$ cat config.mk
export PLATFORM = sky130hd
export DESIGN_NAME = spag_addr_gen
export DESIGN_NICKNAME = d
export VERILOG_FILES = /design/src/shared/spag_pkg.sv /design/src/logic/spag_addr_gen.sv
export SDC_FILE = /design/constraint.sdc
export NUM_CORES = 1
export LEC_CHECK = 0
export ABC_AREA = 0
export CAP_MARGIN = 25
export CORE_MARGIN = 3
export CORE_UTILIZATION = 35
export CTS_BUF_LIST = sky130_fd_sc_hd__clkbuf_4 sky130_fd_sc_hd__clkbuf_8
export DETAILED_ROUTE_END_ITERATION = 6
export DONT_BUFFER_PORTS = 1
export PLACE_DENSITY = 0.5
export SETUP_SLACK_MARGIN = 0.02
export SYNTH_ARGS = -nofsm -noshare
export SYNTH_HDL_FRONTEND = slang
export SYNTH_SLANG_ARGS = --single-unit
$ cat constraint.sdc
create_clock -name CLK_I -period 2.7 [get_ports CLK_I]
set_input_delay 0 -clock CLK_I [delete_from_list [all_inputs] [get_ports CLK_I]]
set_output_delay 0 -clock CLK_I [all_outputs]
set_load 0.01 [all_outputs]
$ cat src/shared/spag_pkg.sv
// Purpose: Shared constants and types for scratch pad address generation
// Assumes: Seven-bit fast memory address, five-bit selector
// Notes:   Selector codes are written as hex constants, with the octal value in each comment
package spag_pkg;
   localparam int SEL_W  = 5;
   localparam int ADDR_W = 7;
   localparam int GEN_W  = 4;
   localparam int IT_W   = 3;

   localparam logic [SEL_W-1:0]  SEL_RESET   = 5'h00;
   localparam logic [ADDR_W-1:0] ADDR_RESET  = 7'h00;

   localparam logic [SEL_W-1:0] SEL_COUNTER  = 5'h01; // octal 01
   localparam logic [SEL_W-1:0] SEL_GEN_MOST = 5'h02; // octal 02
   localparam logic [SEL_W-1:0] SEL_GEN_LST  = 5'h03; // octal 03
   localparam logic [SEL_W-1:0] SEL_NM_CTR   = 5'h04; // octal 04
   localparam logic [SEL_W-1:0] SEL_IO_AREA  = 5'h05; // octal 05
   localparam logic [SEL_W-1:0] SEL_PARITY   = 5'h06; // octal 06
   localparam logic [SEL_W-1:0] SEL_FIX43    = 5'h07; // octal 07
   localparam logic [SEL_W-1:0] SEL_GPR_M    = 5'h10; // octal 20
   localparam logic [SEL_W-1:0] SEL_GPR_M_O  = 5'h11; // octal 21
   localparam logic [SEL_W-1:0] SEL_GPR_L    = 5'h12; // octal 22
   localparam logic [SEL_W-1:0] SEL_GPR_L_O  = 5'h13; // octal 23
   localparam logic [SEL_W-1:0] SEL_INT_MASK = 5'h18; // octal 30
   localparam logic [SEL_W-1:0] SEL_INT_STAT = 5'h19; // octal 31
   localparam logic [SEL_W-1:0] SEL_PROG_CTR = 5'h1a; // octal 32

   localparam logic [ADDR_W-1:0] ADDR_PARITY = 7'h70;
   localparam logic [ADDR_W-1:0] ADDR_FIX43  = 7'h43;
   localparam logic [3:0]        GEN_HI_BITS = 4'he;

   typedef enum logic [1:0] {
      MODE_NORMAL,
      MODE_MUX,
      MODE_SELCHAN,
      MODE_IDLE
   } spag_mode_type;

   typedef struct packed {
      logic [ADDR_W-1:0] counter;
      logic [GEN_W-1:0]  general_field_most;
      logic [GEN_W-1:0]  general_field_least;
      logic [1:0]        program_state_reg;
      logic [IT_W-1:0]   init_term_reg;
   } spag_src_type;
endpackage : spag_pkg

$ cat src/logic/spag_addr_gen.sv
// Purpose: Selector register and fast memory address decode for the scratch pad
// Assumes: Pulses and sources come from logic on CLK_I; no clock crossing
// Notes:   Fixed utility table folded into the decoder; mode override applied after it
`timescale 1ns/1ps

// Functional notes
// [RULE1] Selector register loads from set lines on the load pulse.
// [RULE2] Memory access happens on access pulse using the decoded address.
// [RULE3] Decoder output, seven bits, loads the fast memory address register.
// [RULE4] Selector flip-flops are set from the encoded selector set lines.
// [RULE5] Bits 4..3 form high octal digit, bits 2..0 the low digit.
// [RULE6] Code 01 takes all seven address bits from the iteration counter.
// [RULE7] Codes 02/03 give 1110 plus general field low three bits.
// [RULE8] Codes 06 and 07 give fixed addresses 70 and 43 hex.
// [RULE9] Codes 10..17 give utility addresses 00,01,60,61,06,07,A0,A1; the code gives 00,01,30,31,06,07,50,51 hex.
// [RULE10] Codes 20/22: state bits high, zero, then full general field.
// [RULE11] Codes 21/23 as 20/22 but address bit 0 forced to one.
// [RULE12] Codes 24..27: state bits, zero, state pattern, then 00..11.
// [RULE13] Codes 30..32: bit5 only in state 4, state bits at 3..2.
// [RULE14] Selector bit 4 low makes the address independent of program state.
// [RULE15] Digit 10 uses state at bits 6,5; digit 11 at 5,3,2.
// [RULE16] State bits 11,10,01,00 mean program states 1,2,3,4.
// [RULE17] Code 05 addresses the I/O area from initiate/terminate and counter.
// [RULE18] I/O channel bits come from current initiate/terminate contents.
// [RULE19] Mux and selector-channel modes use their own address registers.
// [RULE20] Command logic derives controls from pulses, op codes, flip-flops.
// [RULE21] Command logic issues reset, load and trigger controls.
// [RULE22] Undefined codes give address zero and no memory access.
// [RULE23] Decoded address holds from access pulse until the access ends.
module spag_addr_gen #(
   parameter int SEL_WIDTH = spag_pkg::SEL_W
) (
   input  wire logic                         CLK_I,
   input  wire logic                         SRST_I,
   input  wire logic                         LOAD_PULSE_I,
   input  wire logic                         ACCESS_PULSE_I,
   input  wire logic                         ACCESS_DONE_I,
   input  wire logic [SEL_WIDTH-1:0]         SELECTOR_SET_LINES_I,
   input  wire spag_pkg::spag_mode_type      MODE_I,
   input  wire spag_pkg::spag_src_type       SRC_I,
   input  wire logic [spag_pkg::ADDR_W-1:0]  MUX_SCRATCH_ADDR_REG_I,
   input  wire logic [spag_pkg::ADDR_W-1:0]  SELCHAN_SCRATCH_ADDR_REG_I,
   output logic [SEL_WIDTH-1:0]              SCRATCH_ADDR_SELECTOR_O,
   output logic [spag_pkg::ADDR_W-1:0]       FAST_MEM_ADDR_BITS_O,
   output logic                              MEM_ACCESS_O,
   output logic                              ADDR_VALID_O
);
   import spag_pkg::*;

   // ==========================================================
   // Helpers
   // ==========================================================
   // [RULE16] State bits to program state 1..4
   function automatic logic [2:0] prog_state(input logic [1:0] pst);
      logic [2:0] n;
      n = 3'd4;
      case (pst)
         2'b11:   n = 3'd1;
         2'b10:   n = 3'd2;
         2'b01:   n = 3'd3;
         default: n = 3'd4;
      endcase
      prog_state = n;
   endfunction : prog_state

   function automatic logic is_state4(input logic [1:0] pst);
      is_state4 = (prog_state(pst) == 3'd4);
   endfunction : is_state4

   // Pattern at bits 3..2 for the state register slots
   function automatic logic [1:0] slot_bits(input logic [1:0] pst);
      logic [1:0] r;
      r = 2'b00;
      case (prog_state(pst))
         3'd3:    r = 2'b11;
         3'd4:    r = 2'b10;
         // States 1 and 2 share the low slot group
         default: r = 2'b00;
      endcase
      slot_bits = r;
   endfunction : slot_bits

   // ==========================================================
   // Selector register
   // ==========================================================
   // Parks at code 00 after reset, so no normal-mode access happens before a load
   logic [SEL_WIDTH-1:0] scratch_addr_selector_r;

   // [RULE1] Load on pulse
   // [RULE4] Set from lines
   always_ff @(posedge CLK_I) begin
      if (SRST_I) begin
         scratch_addr_selector_r <= SEL_WIDTH'(SEL_RESET);
      end else if (LOAD_PULSE_I) begin
         scratch_addr_selector_r <= SELECTOR_SET_LINES_I;
      end
   end

   assign SCRATCH_ADDR_SELECTOR_O = scratch_addr_selector_r;

   // ==========================================================
   // Address decoder
   // ==========================================================
   logic [1:0]        high_digit;
   logic [2:0]        low_digit;
   logic [ADDR_W-1:0] dec_addr;
   logic              dec_valid;
   logic [ADDR_W:0]   dec_word;
   logic [1:0]        ps;

   // [RULE5] Split into octal digits
   assign high_digit = scratch_addr_selector_r[4:3];
   assign low_digit  = scratch_addr_selector_r[2:0];
   assign ps         = SRC_I.program_state_reg;

   // Digit decoders return {valid, address}, except utility_addr, which returns the address only; valid low marks an undefined code
   // [RULE14] Digit 0x: no state bits read
   function automatic logic [ADDR_W:0] plain_word(input logic [2:0]   lo,
                                                  input spag_src_type src);
      logic [ADDR_W:0] w;
      w = {1'b1, ADDR_RESET};
      case (lo)
         // [RULE6] Whole counter
         3'd1: w[ADDR_W-1:0] = src.counter;
         // [RULE7] General field low bits
         // Field bit 3 must be zero upstream; it is not checked here
         3'd2: w[ADDR_W-1:0] = {GEN_HI_BITS, src.general_field_most[2:0]};
         3'd3: w[ADDR_W-1:0] = {GEN_HI_BITS, src.general_field_least[2:0]};
         3'd4: w[ADDR_W-1:0] = {4'h0, src.counter[5], src.counter[5], src.counter[4]};
         // [RULE17] I/O area
         // [RULE18] Live initiate/terminate bits
         3'd5: w[ADDR_W-1:0] = {src.init_term_reg[2], src.init_term_reg[1], 1'b1,
                                src.init_term_reg[0], src.counter[5],
                                src.counter[5], src.counter[4]};
         // [RULE8] Fixed locations
         3'd6: w[ADDR_W-1:0] = ADDR_PARITY;
         3'd7: w[ADDR_W-1:0] = ADDR_FIX43;
         // [RULE22] Undefined code
         default: w = {1'b0, ADDR_RESET};
      endcase
      plain_word = w;
   endfunction : plain_word

   // [RULE9] Utility words in code order, as seven-bit decoder patterns
   function automatic logic [ADDR_W-1:0] utility_addr(input logic [2:0] lo);
      logic [ADDR_W-1:0] a;
      a = ADDR_RESET;
      case (lo)
         3'd0:    a = 7'h00;
         3'd1:    a = 7'h01;
         3'd2:    a = 7'h30;
         3'd3:    a = 7'h31;
         3'd4:    a = 7'h06;
         3'd5:    a = 7'h07;
         3'd6:    a = 7'h50;
         default: a = 7'h51;
      endcase
      utility_addr = a;
   endfunction : utility_addr

   // [RULE15] Digit 2x: state on bits 6,5
   function automatic logic [ADDR_W:0] general_word(input logic [2:0]   lo,
                                                    input spag_src_type src);
      logic [1:0]        pst;
      logic [ADDR_W-1:0] a;
      pst = src.program_state_reg;
      a   = ADDR_RESET;
      case (lo)
         // [RULE10] Full general field
         3'd0:    a = {pst, 1'b0, src.general_field_most};
         3'd2:    a = {pst, 1'b0, src.general_field_least};
         // [RULE11] Odd register of the pair
         3'd1:    a = {pst, 1'b0, src.general_field_most[GEN_W-1:1], 1'b1};
         3'd3:    a = {pst, 1'b0, src.general_field_least[GEN_W-1:1], 1'b1};
         // [RULE12] State register slots
         default: a = {pst, 1'b0, slot_bits(pst), lo[1:0]};
      endcase
      general_word = {1'b1, a};
   endfunction : general_word

   // [RULE13] Digit 3x: mask, status and counter words
   // [RULE15] State on bits 5,3,2
   function automatic logic [ADDR_W:0] control_word(input logic [2:0] lo,
                                                    input logic [1:0] pst);
      logic [ADDR_W:0] w;
      w = {1'b0, ADDR_RESET};
      case (lo)
         3'd0, 3'd1, 3'd2: w = {1'b1, 1'b0, is_state4(pst), 1'b0, pst, lo[1:0]};
         // [RULE22] Codes 33..37 stay undefined
         default:          w = {1'b0, ADDR_RESET};
      endcase
      control_word = w;
   endfunction : control_word

   // One digit decoder per high digit
   always_comb begin
      dec_word = {1'b0, ADDR_RESET};
      case (high_digit)
         // [RULE14] No state dependence here
         2'b00:   dec_word = plain_word(low_digit, SRC_I);
         // [RULE9] Utility table
         2'b01:   dec_word = {1'b1, utility_addr(low_digit)};
         2'b10:   dec_word = general_word(low_digit, SRC_I);
         default: dec_word = control_word(low_digit, ps);
      endcase
   end

   assign dec_addr  = dec_word[ADDR_W-1:0];
   assign dec_valid = dec_word[ADDR_W];

   // ==========================================================
   // Fast memory address register
   // ==========================================================
   logic [ADDR_W-1:0] fast_mem_addr_bits_r;
   logic              mem_access_r;
   logic              addr_valid_r;
   logic [ADDR_W-1:0] sel_addr;
   logic              sel_valid;

   // Idle mode decodes as an undefined code and raises no access
   // [RULE19] Mode override of the source
   always_comb begin
      case (MODE_I)
         MODE_NORMAL: begin
            sel_addr  = dec_addr;
            sel_valid = dec_valid;
         end
         MODE_MUX: begin
            sel_addr  = MUX_SCRATCH_ADDR_REG_I;
            sel_valid = 1'b1;
         end
         MODE_SELCHAN: begin
            sel_addr  = SELCHAN_SCRATCH_ADDR_REG_I;
            sel_valid = 1'b1;
         end
         default: begin
            sel_addr  = ADDR_RESET;
            sel_valid = 1'b0;
         end
      endcase
   end

   // [RULE2] Capture on access pulse
   // [RULE3] Decoder into address register
   // [RULE23] Hold until access done
   always_ff @(posedge CLK_I) begin
      if (SRST_I) begin
         fast_mem_addr_bits_r <= ADDR_RESET;
         addr_valid_r         <= 1'b0;
      end else if (ACCESS_PULSE_I) begin
         // [RULE22] Zero address for undefined
         fast_mem_addr_bits_r <= sel_valid ? sel_addr : ADDR_RESET;
         addr_valid_r         <= sel_valid;
      end
   end

   // Access stays up until done; a new pulse wins over done
   always_ff @(posedge CLK_I) begin
      if (SRST_I) begin
         mem_access_r <= 1'b0;
      end else if (ACCESS_PULSE_I) begin
         // [RULE22] No access for undefined
         mem_access_r <= sel_valid;
      end else if (ACCESS_DONE_I) begin
         mem_access_r <= 1'b0;
      end
   end

   // ==========================================================
   // Outputs
   // ==========================================================
   // Address only moves on a pulse or on reset, so it holds through an access that no reset cuts short
   assign FAST_MEM_ADDR_BITS_O = fast_mem_addr_bits_r;
   assign MEM_ACCESS_O         = mem_access_r;
   assign ADDR_VALID_O         = addr_valid_r;
endmodule : spag_addr_gen

==> results of run 1 <==
-- layer usage --
| layer | vias to the layer above | GRT usage (%) | share of wire [%] |
|---|---|---|---|
| met5 | - | 0 | 0 |
| met4 | 0 | 5.96 | 1.3 |
| met3 | 6 | 4.62 | 11 |
| met2 | 49 | 27.3 | 49 |
| met1 | 604 | 22.0 | 39 |
| li1 | 578 | - | - |
-- layout make-up --
| class | count | area [um2] | area share (%) |
|---|---|---|---|
| clock buffer | 4 | 36.3 | 2.55 |
| timing repair buffer | 17 | 163 | 11.4 |
| multi-input combinational | 112 | 842 | 59.1 |
| tap | 46 | 57.6 | 4.04 |
| sequential | 14 | 280 | 19.7 |
| inverter | 12 | 45.0 | 3.16 |
-- through the flow --
step	utilization [%]	hold WS [ps]	area [um2]	setup WS, ps	total power, mW
after CTS	42.0	27.0	1420	246	0.534
after detailed placement	36.8	69.3	1250	690	0.357
final	42.0	25.4	1420	230	0.529
after global routing	42.0	50.2	1420	71.1	0.564
after floorplan	-	66.2	1240	930	0.342
after global placement	36.8	66.2	1250	761	0.355
-- cells by family after synthesis --
logic type / after synthesis / share of synthesized area [%]
AOI/OAI and AO/OA: 53 / 35.1
and+or+nand+nor: 40 / 15.4
adders and majority gates: 8 / 8.05
muxes: 11 / 9.15
buffers and inverters: 23 / 9.76
DFF: 14 / 22.5
-- registers in the layout, indices dropped and copies added, names as in the netlist --
name                     flops
ADDR_VALID_O                 1
SCRATCH_ADDR_SELECTOR_O      5
MEM_ACCESS_O                 1
FAST_MEM_ADDR_BITS_O         7
-- synthesized netlist by cell type, drive strengths merged --
cell type and count:
and3b 2, a2111o 1, inv 12, nor4b 1
buf 7, a32oi 1, nand3 3, o221ai 4
a22oi 2, a221oi 8, dfxtp 14, o21a 2
ha 8, o31ai 2, nor2b 5, a211oi 1
a21oi 8, nor2 9, o311ai 2, a222oi 5
clkbuf 4, a21o 3, mux2 3, and2b 1
mux2i 8, nor3b 1, o32ai 1, o21ai 9
nand2b 1, o211ai 2, a31oi 2, nand2 17
-- power groups by stage --
stage | Clock (mW) | Sequential (mW) | Combinational, mW
2_1_floorplan | 0 | 0.233 | 0.109
3_3_place_gp | 0 | 0.240 | 0.115
3_5_place_dp | 0 | 0.240 | 0.117
4_1_cts | 0.158 | 0.235 | 0.140
5_1_grt | 0.169 | 0.238 | 0.157
6_report | 0.152 | 0.235 | 0.142
-- final timing paths --
check	start	to	slack, ps	cells past startpoint
worst max-delay path	SCRATCH_ADDR_SELECTOR_O[0]	FAST_MEM_ADDR_BITS_O[5]	230	7
worst min-delay path	MUX_SCRATCH_ADDR_REG_I[6]	FAST_MEM_ADDR_BITS_O[6]	30	2
worst max register to register	SCRATCH_ADDR_SELECTOR_O[0]	FAST_MEM_ADDR_BITS_O[5]	230	7
worst min register to register	ADDR_VALID_O	ADDR_VALID_O	530	2
==> results.md, run 1 <==
- Sw frac: 30.7%
- Post-synthesis cell area: 1240 um2
- FILL cells: 357
- WL per Instance: 17.7 um
- Power Internal: 0.367 mW
- Max-slew violations: 0
- Clk slew on worst S/H paths: 90 ps
- DRT iter0 DRCs: 93
- Worst Path Max Fanout: 13
- CP arrival: 2650 ps
- DRC Markers: 0
- Total CTS buffers: 3
- Global-route wire length before repair: 5780 um
- TritonCTS clock tree: built
- CP peak stage delay: 690 ps
- Vias per cell: 6.03
- Slew @ Worst Pin: 708 ps
- Clock Path Buffers: 2
- Routability cong.: 0.856
- Post-route clock skew: 0.806 ps
- Crit path kind: flop to flop
- Global Route Usage Sum: 17.1%
- Initial Util: 36.7%
- # clock sinks: 14
- Diodes inserted: 0
- Max-slew headroom: 52.6%
- Largest net degree at the start of global routing: 16
- Syn Area/Cell: 8.35 um2
- Leak: 0.519 nW
- IO Port Bufs: 0
- Yosys warnings: 0
- Gate Count Post-Synth: 149
- Routed vias: 1,237
- Final Hold Fails: 0
- Post-CTS Setup Bufs: 0
- Critical path required time: 2880 ps
- Layout cells sized above 1: 11.9%
- Post-synth top area share: 22.5%
- Post-route setup TNS: 0 ps
- HP Class: input pin to flop
- Height of the die: 65.6 um
- Crit path cell chain: buf_4 -> o21a_1 -> o221ai_1 -> a211oi_1 -> a221oi_1 -> dlygate4sd3_1 -> o31ai_1
- RSZ-0062 raised after global routing: no
- Synth cell types: 38
- Synth area leaders: dfxtp_1 (23%), ha_1 (8.0%), mux2i_1 (6.4%), a221oi_2 (6.0%), nand2_1 (5.1%)
- Dpl cells: 187
- Gr ovfl total: 0
- Max H-tree Level: 1
- CP Buf/Inv Count: 2
- I/O pin count: 60
- Fmax: 405 MHz
- Drt pass-1 iters: 5
- Vias in the first global route: 1,177
- Status: completed
- CTS Hold Bufs: 14
- Most common cell after layout, fill and taps aside: nand2_1
- Clock network power share: 28.8%
- Critical Path End Type: flop
- Post-route insts no fill: 205
- WL final: 3630 um
- Final period util: 91.5%
- Die Wd: 65.6 um
- CP max stage cell: dfxtp_1
- Net Count, Synth: 203
- Max VDD drop: 0.157 mV
- P&R area growth vs syn: 14.5%
- Max-cap violations: 0
- Family with the most delay on the worst path: compound AO/OA/AOI/OAI gates
- Synth Register Bits: 14
- NumNets Final: 214
- Comb pwr share: 26.8%
- Core area: 3390 um2
- Final setup fails: 0
- Root Buffer: clkbuf_4
- P_sw: 0.162 mW
- Post-CTS resize count: 0
- Startpoint type of the worst setup path: flop
- Die Footprint: 4300 um2
- Synth area leader: dfxtp_1
- Post-DP HPWL: 2700 um
- Seq/Total Area, Yosys: 22.5%
- PwrDens: 372 nW/um2
- Most frequent cells in the layout: nand2_1 (17), dfxtp_1 (14), dlygate4sd3_1 (14), inv_1 (12), nor2_1 (9)
- Fraction of power consumed by sequential logic: 44.5%
- Antenna viol nets, final: 0
- Rows: 21
- Worst-Skew Late Latency: 280 ps
- Min cycle time layout: 2470 ps
- Antenna violations before repair: 0
No activity file was read; power rests on OpenSTA's default activity.
==> run 2: changes to the inputs <==
- CORE_UTILIZATION: 35 -> 25
- PLACE_DENSITY: 0.5 -> 0.39
==> run 2 against run 1 <==
The flow now finishes with violations (DRC). Design area up 1.2%. Critical path type unchanged. Non-clock buffer count decreased by 3. Utilization shrank 12 points. Via count down 6.1%. Critical endpoint is now FAST_MEM_ADDR_BITS_O[4]. Largest cell class unchanged. Sequential cell count unchanged. Hold slack worse by 17 ps. Clock-buffer cell count unchanged. Die area rose by 36%. Highest routed layer unchanged. Sequential power up 2%.
==> results.md, run 2 (same netlist as run 1, synthesis figures left out) <==
- Status: finished with violations
- Failing checks: DRC
- Height of the die: 76.5 um
- PwrDens: 406 nW/um2
- CP Buf/Inv Count: 0
- Antenna viol nets, final: 0
- Max-cap violations: 0
- Clock network power share: 36.1%
- Min cycle time layout: 2140 ps
- DRT iter0 DRCs: 89
- Fraction of power consumed by sequential logic: 41.0%
- RSZ-0062 raised after global routing: no
- Layout cells sized above 1: 11.5%
- Worst Path Max Fanout: 19
- Family with the most delay on the worst path: compound AO/OA/AOI/OAI gates
- Critical Path End Type: flop
- Max reg flops: 7
- FILL cells: 548
- Multi-input gate area: 842 um2
- Vias per cell: 5.21
- Initial Util: 26.2%
- Clk slew on worst S/H paths: 60 ps
- Critical path required time: 2880 ps
- Max-slew headroom: 49.5%
- Crit path kind: flop to flop
- Startpoint type of the worst setup path: flop
- Clock Path Buffers: 2
- Rows: 25
- Largest net degree at the start of global routing: 20
- Post-route clock skew: 5.11 ps
- Sw frac: 29.8%
- Post-DP HPWL: 2920 um
- WL final: 3790 um
- Post-CTS resize count: 0
- Global-route wire length before repair: 5870 um
- TritonCTS clock tree: built
- Root Buffer: clkbuf_8
- Post-layout util: 30.3%
- Depth of the worst register-to-register path: 5
- NumNets Final: 211
- Gr ovfl total: 0
- Antenna violations before repair: 0
- Max VDD drop: 0.141 mV
- Most frequent cells in the layout: nand2_1 (17), dfxtp_1 (14), inv_1 (12), dlygate4sd3_1 (12), nor2_1 (9)
- Vias in the first global route: 1,171
- Global Route Usage Sum: 12.6%
- Post-route insts no fill: 223
- Critical path depth in cells: 5
- P_sw: 0.174 mW
- WL per Instance: 17.0 um
- Total CTS buffers: 3
- Storage element area: 280 um2
- Comb pwr share: 22.9%
- Routability cong.: 0.824
- Fmax: 467 MHz
- Diodes inserted: 0
- CP peak stage delay: 770 ps
- CP max stage cell: dfxtp_1
- HP Class: input pin to flop
- Worst-Skew Late Latency: 250 ps
- # clock sinks: 14
- Power Internal: 0.411 mW
- I/O pin count: 60
- Final period util: 79.3%
- Leak: 0.514 nW
- Final Hold Fails: 0
- Max H-tree Level: 1
- CP arrival: 2320 ps
- Max-slew violations: 0
- P&R area growth vs syn: 15.9%
- Drt pass-1 iters: 7
- WHS Path Cells: 2
- Crit path cell chain: o31ai_2 -> nor4b_1 -> a2111o_1 -> a21o_1 -> a21oi_2
- Slew @ Worst Pin: 756 ps
- Most common cell after layout, fill and taps aside: nand2_1
- Die Wd: 76.5 um
- DRC Markers: 1
- Post-route setup TNS: 0 ps
- Post-CTS Setup Bufs: 0
- Final setup fails: 0
- IO Port Bufs: 0
- Die Footprint: 5860 um2
- Dpl cells: 207
- Core area: 4750 um2
- Routed vias: 1,161
==> run 2: path summary, 6_finish.rpt <==
kind                                    from                 endpoint  slack, ps
setup / recovery  SCRATCH_ADDR_SELECTOR_O[0]  FAST_MEM_ADDR_BITS_O[4]        560
hold / removal     MUX_SCRATCH_ADDR_REG_I[5]  FAST_MEM_ADDR_BITS_O[5]          8
setup reg to reg  SCRATCH_ADDR_SELECTOR_O[0]  FAST_MEM_ADDR_BITS_O[4]        560
hold reg to reg                 MEM_ACCESS_O             MEM_ACCESS_O        530
==> run 2: area by class of cell <==
| type | instances | area share (%) |
|---|---|---|
| multi-input cells | 112 | 58.4 |
| well taps | 67 | 5.82 |
| inverters | 12 | 3.13 |
| clock buffers | 4 | 3.82 |
| flip-flops and latches | 14 | 19.4 |
| repair buffers | 14 | 9.38 |
==> run 2: layer usage <==
metal  track usage [%]  vias to the layer above  share of wire, %
met2              22.2                       38                51
met1              14.1                      547                41
li1                  -                      572                 -
met3              3.66                        4               7.5
met5                 0                        -                 0
met4              4.89                        0               1.0
==> run 2: stage by stage <==
step / instance area (um2) / hold slack [ps] / worst slack (ps) / power [mW]
floorplan: 1240 / 66.2 / 930 / 0.342
global placement: 1270 / 65.0 / 626 / 0.357
detailed placement: 1270 / 66.8 / 575 / 0.357
CTS: 1440 / 8.51 / 530 / 0.590
global route: 1440 / 43.9 / 391 / 0.613
finish: 1440 / 8.06 / 558 / 0.585
==> run 2: timing repair <==
| action | 4_1_cts | 5_1_grt |
|---|---|---|
| endpoints found under the setup margin | 0 | 0 |
| hold buffers | 12 | 0 |
| hold endpoints to repair | 14 | 0 |
==> run 2: power groups by stage <==
stage | clock [mW] | sequential, mW | combinational [mW]
floorplan | 0 | 0.233 | 0.109
global placement | 0 | 0.245 | 0.113
detailed placement | 0 | 0.245 | 0.112
CTS | 0.217 | 0.240 | 0.134
global route | 0.223 | 0.243 | 0.147
finish | 0.211 | 0.240 | 0.134
==> run 3: changes to the inputs <==
- PLACE_DENSITY: 0.39 -> 0.41
- clock period: 2.7 -> 1.9 ns (I/O delays scaled with it)
==> run 3 against run 2 <==
The flow now finishes without violations. Maximum frequency grew 18%. First-iteration DRC count shrank 11%. Final cell count grew 3.6%. Via count grew 4.1%. Worst setup slack lost 470 ps. Sequential cell count is the same. Non-clock buffer count grew 8. Clock power grew 40%. Critical path depth grew 2. Critical path type unchanged.
==> results.md, run 3 (same netlist as run 1, synthesis figures left out) <==
- Status: completed
- Worst-Skew Late Latency: 250 ps
- Diodes inserted: 0
- GRT met3 Usage: 4.37%
- Clock network power share: 35.1%
- Gr ovfl total: 0
- Post-route setup TNS: 0 ps
- TritonCTS clock tree: built
- Worst Path Max Fanout: 9
- Critical Path End Type: flop
- Routability cong.: 0.835
- Rows: 25
- Final Cell Area: 1520 um2
- DRT iter0 DRCs: 79
- Max-slew headroom: 53.7%
- Max H-tree Level: 1
- Most common cell after layout, fill and taps aside: nand2_1
- Fraction of power consumed by sequential logic: 38.7%
- Crit path kind: flop to flop
- HP Class: input pin to flop
- Total power: 0.844 mW
- Global-route wire length before repair: 6360 um
- P&R area growth vs syn: 21.9%
- Post-layout util: 31.9%
- Dpl cells: 215
- Sw frac: 29.1%
- Max VDD drop: 0.139 mV
- Antenna viol nets, final: 0
- Min cycle time layout: 1810 ps
- Total CTS buffers: 3
- Post-CTS Setup Bufs: 0
- Height of the die: 76.5 um
- Startpoint type of the worst setup path: flop
- Final Hold Fails: 0
- Max-slew violations: 0
- # clock sinks: 14
- Final period util: 95.2%
- Vias per cell: 5.23
- Post-route insts no fill: 231
- Clock Path Buffers: 2
- FILL cells: 516
- Core area: 4750 um2
- IO Port Bufs: 0
- Most frequent cells in the layout: nand2_1 (17), dfxtp_1 (13), inv_1 (12), dlygate4sd3_1 (12)
- NumNets Final: 219
- Max reg flops: 7
- Drt pass-1 iters: 4
- Met1 global-route usage: 16.0%
- RSZ-0062 raised after global routing: yes
- Vias in the first global route: 1,274
- WL final: 3790 um
- Layout cells sized above 1: 17.1%
- Initial Util: 26.2%
- Largest net degree at the start of global routing: 23
- Placed Area: 1340 um2
- Clk slew on worst S/H paths: 60 ps
- Post-DP HPWL: 2970 um
- Max-cap violations: 0
- I/O pin count: 60
- P_sw: 0.246 mW
- Die Footprint: 5860 um2
- Top Usage Layer GRT: met2
- Routed vias: 1,209
- Met2 Usage GRT: 22.4%
- Global Route Usage Sum: 13.3%
- Post-route clock skew: 1.58 ps
- PwrDens: 557 nW/um2
- Critical path required time: 2080 ps
- Root Buffer: clkbuf_8
- Comb pwr share: 26.2%
- Leak: 0.560 nW
- Slew @ Worst Pin: 692 ps
- Die Wd: 76.5 um
- DRC Markers: 0
- Fmax: 553 MHz
- Antenna violations before repair: 0
- WL per Instance: 16.4 um
- Final setup fails: 0
- Power Internal: 0.599 mW
- CP arrival: 1980 ps
run 3: power groups by stage:
stage / combinational [mW] / clock (mW) / sequential, mW
2_1_floorplan: 0.155 / 0 / 0.331
3_3_place_gp: 0.190 / 0 / 0.333
3_5_place_dp: 0.191 / 0 / 0.333
4_1_cts: 0.221 / 0.311 / 0.327
5_1_grt: 0.247 / 0.323 / 0.329
6_report: 0.221 / 0.296 / 0.327
run 3: final cells by class:
class | count | area [um2] | share of cell area (%)
tap | 67 | 83.8 | 5.53
inverter | 12 | 45.0 | 2.97
sequential | 14 | 282 | 18.6
clock buffer | 4 | 55.1 | 3.63
multi-input combinational | 112 | 843 | 55.6
timing repair buffer | 22 | 208 | 13.7
run 3: per-layer routing:
| metal | up-vias | wire, um | part of all wire [%] |
|---|---|---|---|
| met5 | - | 0 | 0 |
| met4 | 0 | 64 | 1.7 |
| met3 | 7 | 313 | 8.3 |
| met2 | 44 | 1950 | 51 |
| met1 | 565 | 1460 | 39 |
| li1 | 593 | - | - |
run 3: path summary, 6_finish.rpt:
| kind | slack (ps) | to | startpoint | depth (start not counted) |
|---|---|---|---|---|
| worst max-delay path | 90 | FAST_MEM_ADDR_BITS_O[4] | SCRATCH_ADDR_SELECTOR_O[4] | 7 |
| worst min-delay path | 10 | FAST_MEM_ADDR_BITS_O[5] | MUX_SCRATCH_ADDR_REG_I[5] | 2 |
| worst min register to register | 520 | ADDR_VALID_O | ADDR_VALID_O | 2 |
| worst max register to register | 90 | FAST_MEM_ADDR_BITS_O[4] | SCRATCH_ADDR_SELECTOR_O[4] | 7 |
run 3: per-stage QoR:
stage / worst slack (ps) / hold slack (ps)
2_1_floorplan: 130 / 66.2
3_3_place_gp: 58.3 / 66.8
3_5_place_dp: 40.4 / 67.5
4_1_cts: 42.3 / 12.1
5_1_grt: 13.5 / 49.0
6_report: 92.0 / 14.0
run 3: critical path: stages, from the launching register on:
cell and delay [ps]:
dfxtp_1 350, inv_1 90, ha_1 190, o31ai_2 110, nor4b_1 170, a2111o_2 530
a21o_1 200, a21oi_2 110
run 3: repair_timing:
| item | in CTS | in global routing |
|---|---|---|
| pin swaps | 0 | 1 |
| hold buffers | 12 | 0 |
| endpoints found under the setup margin | 1 | 7 |
| gates resized for setup | 1 | 1 |
| endpoints found under the hold margin | 14 | 0 |
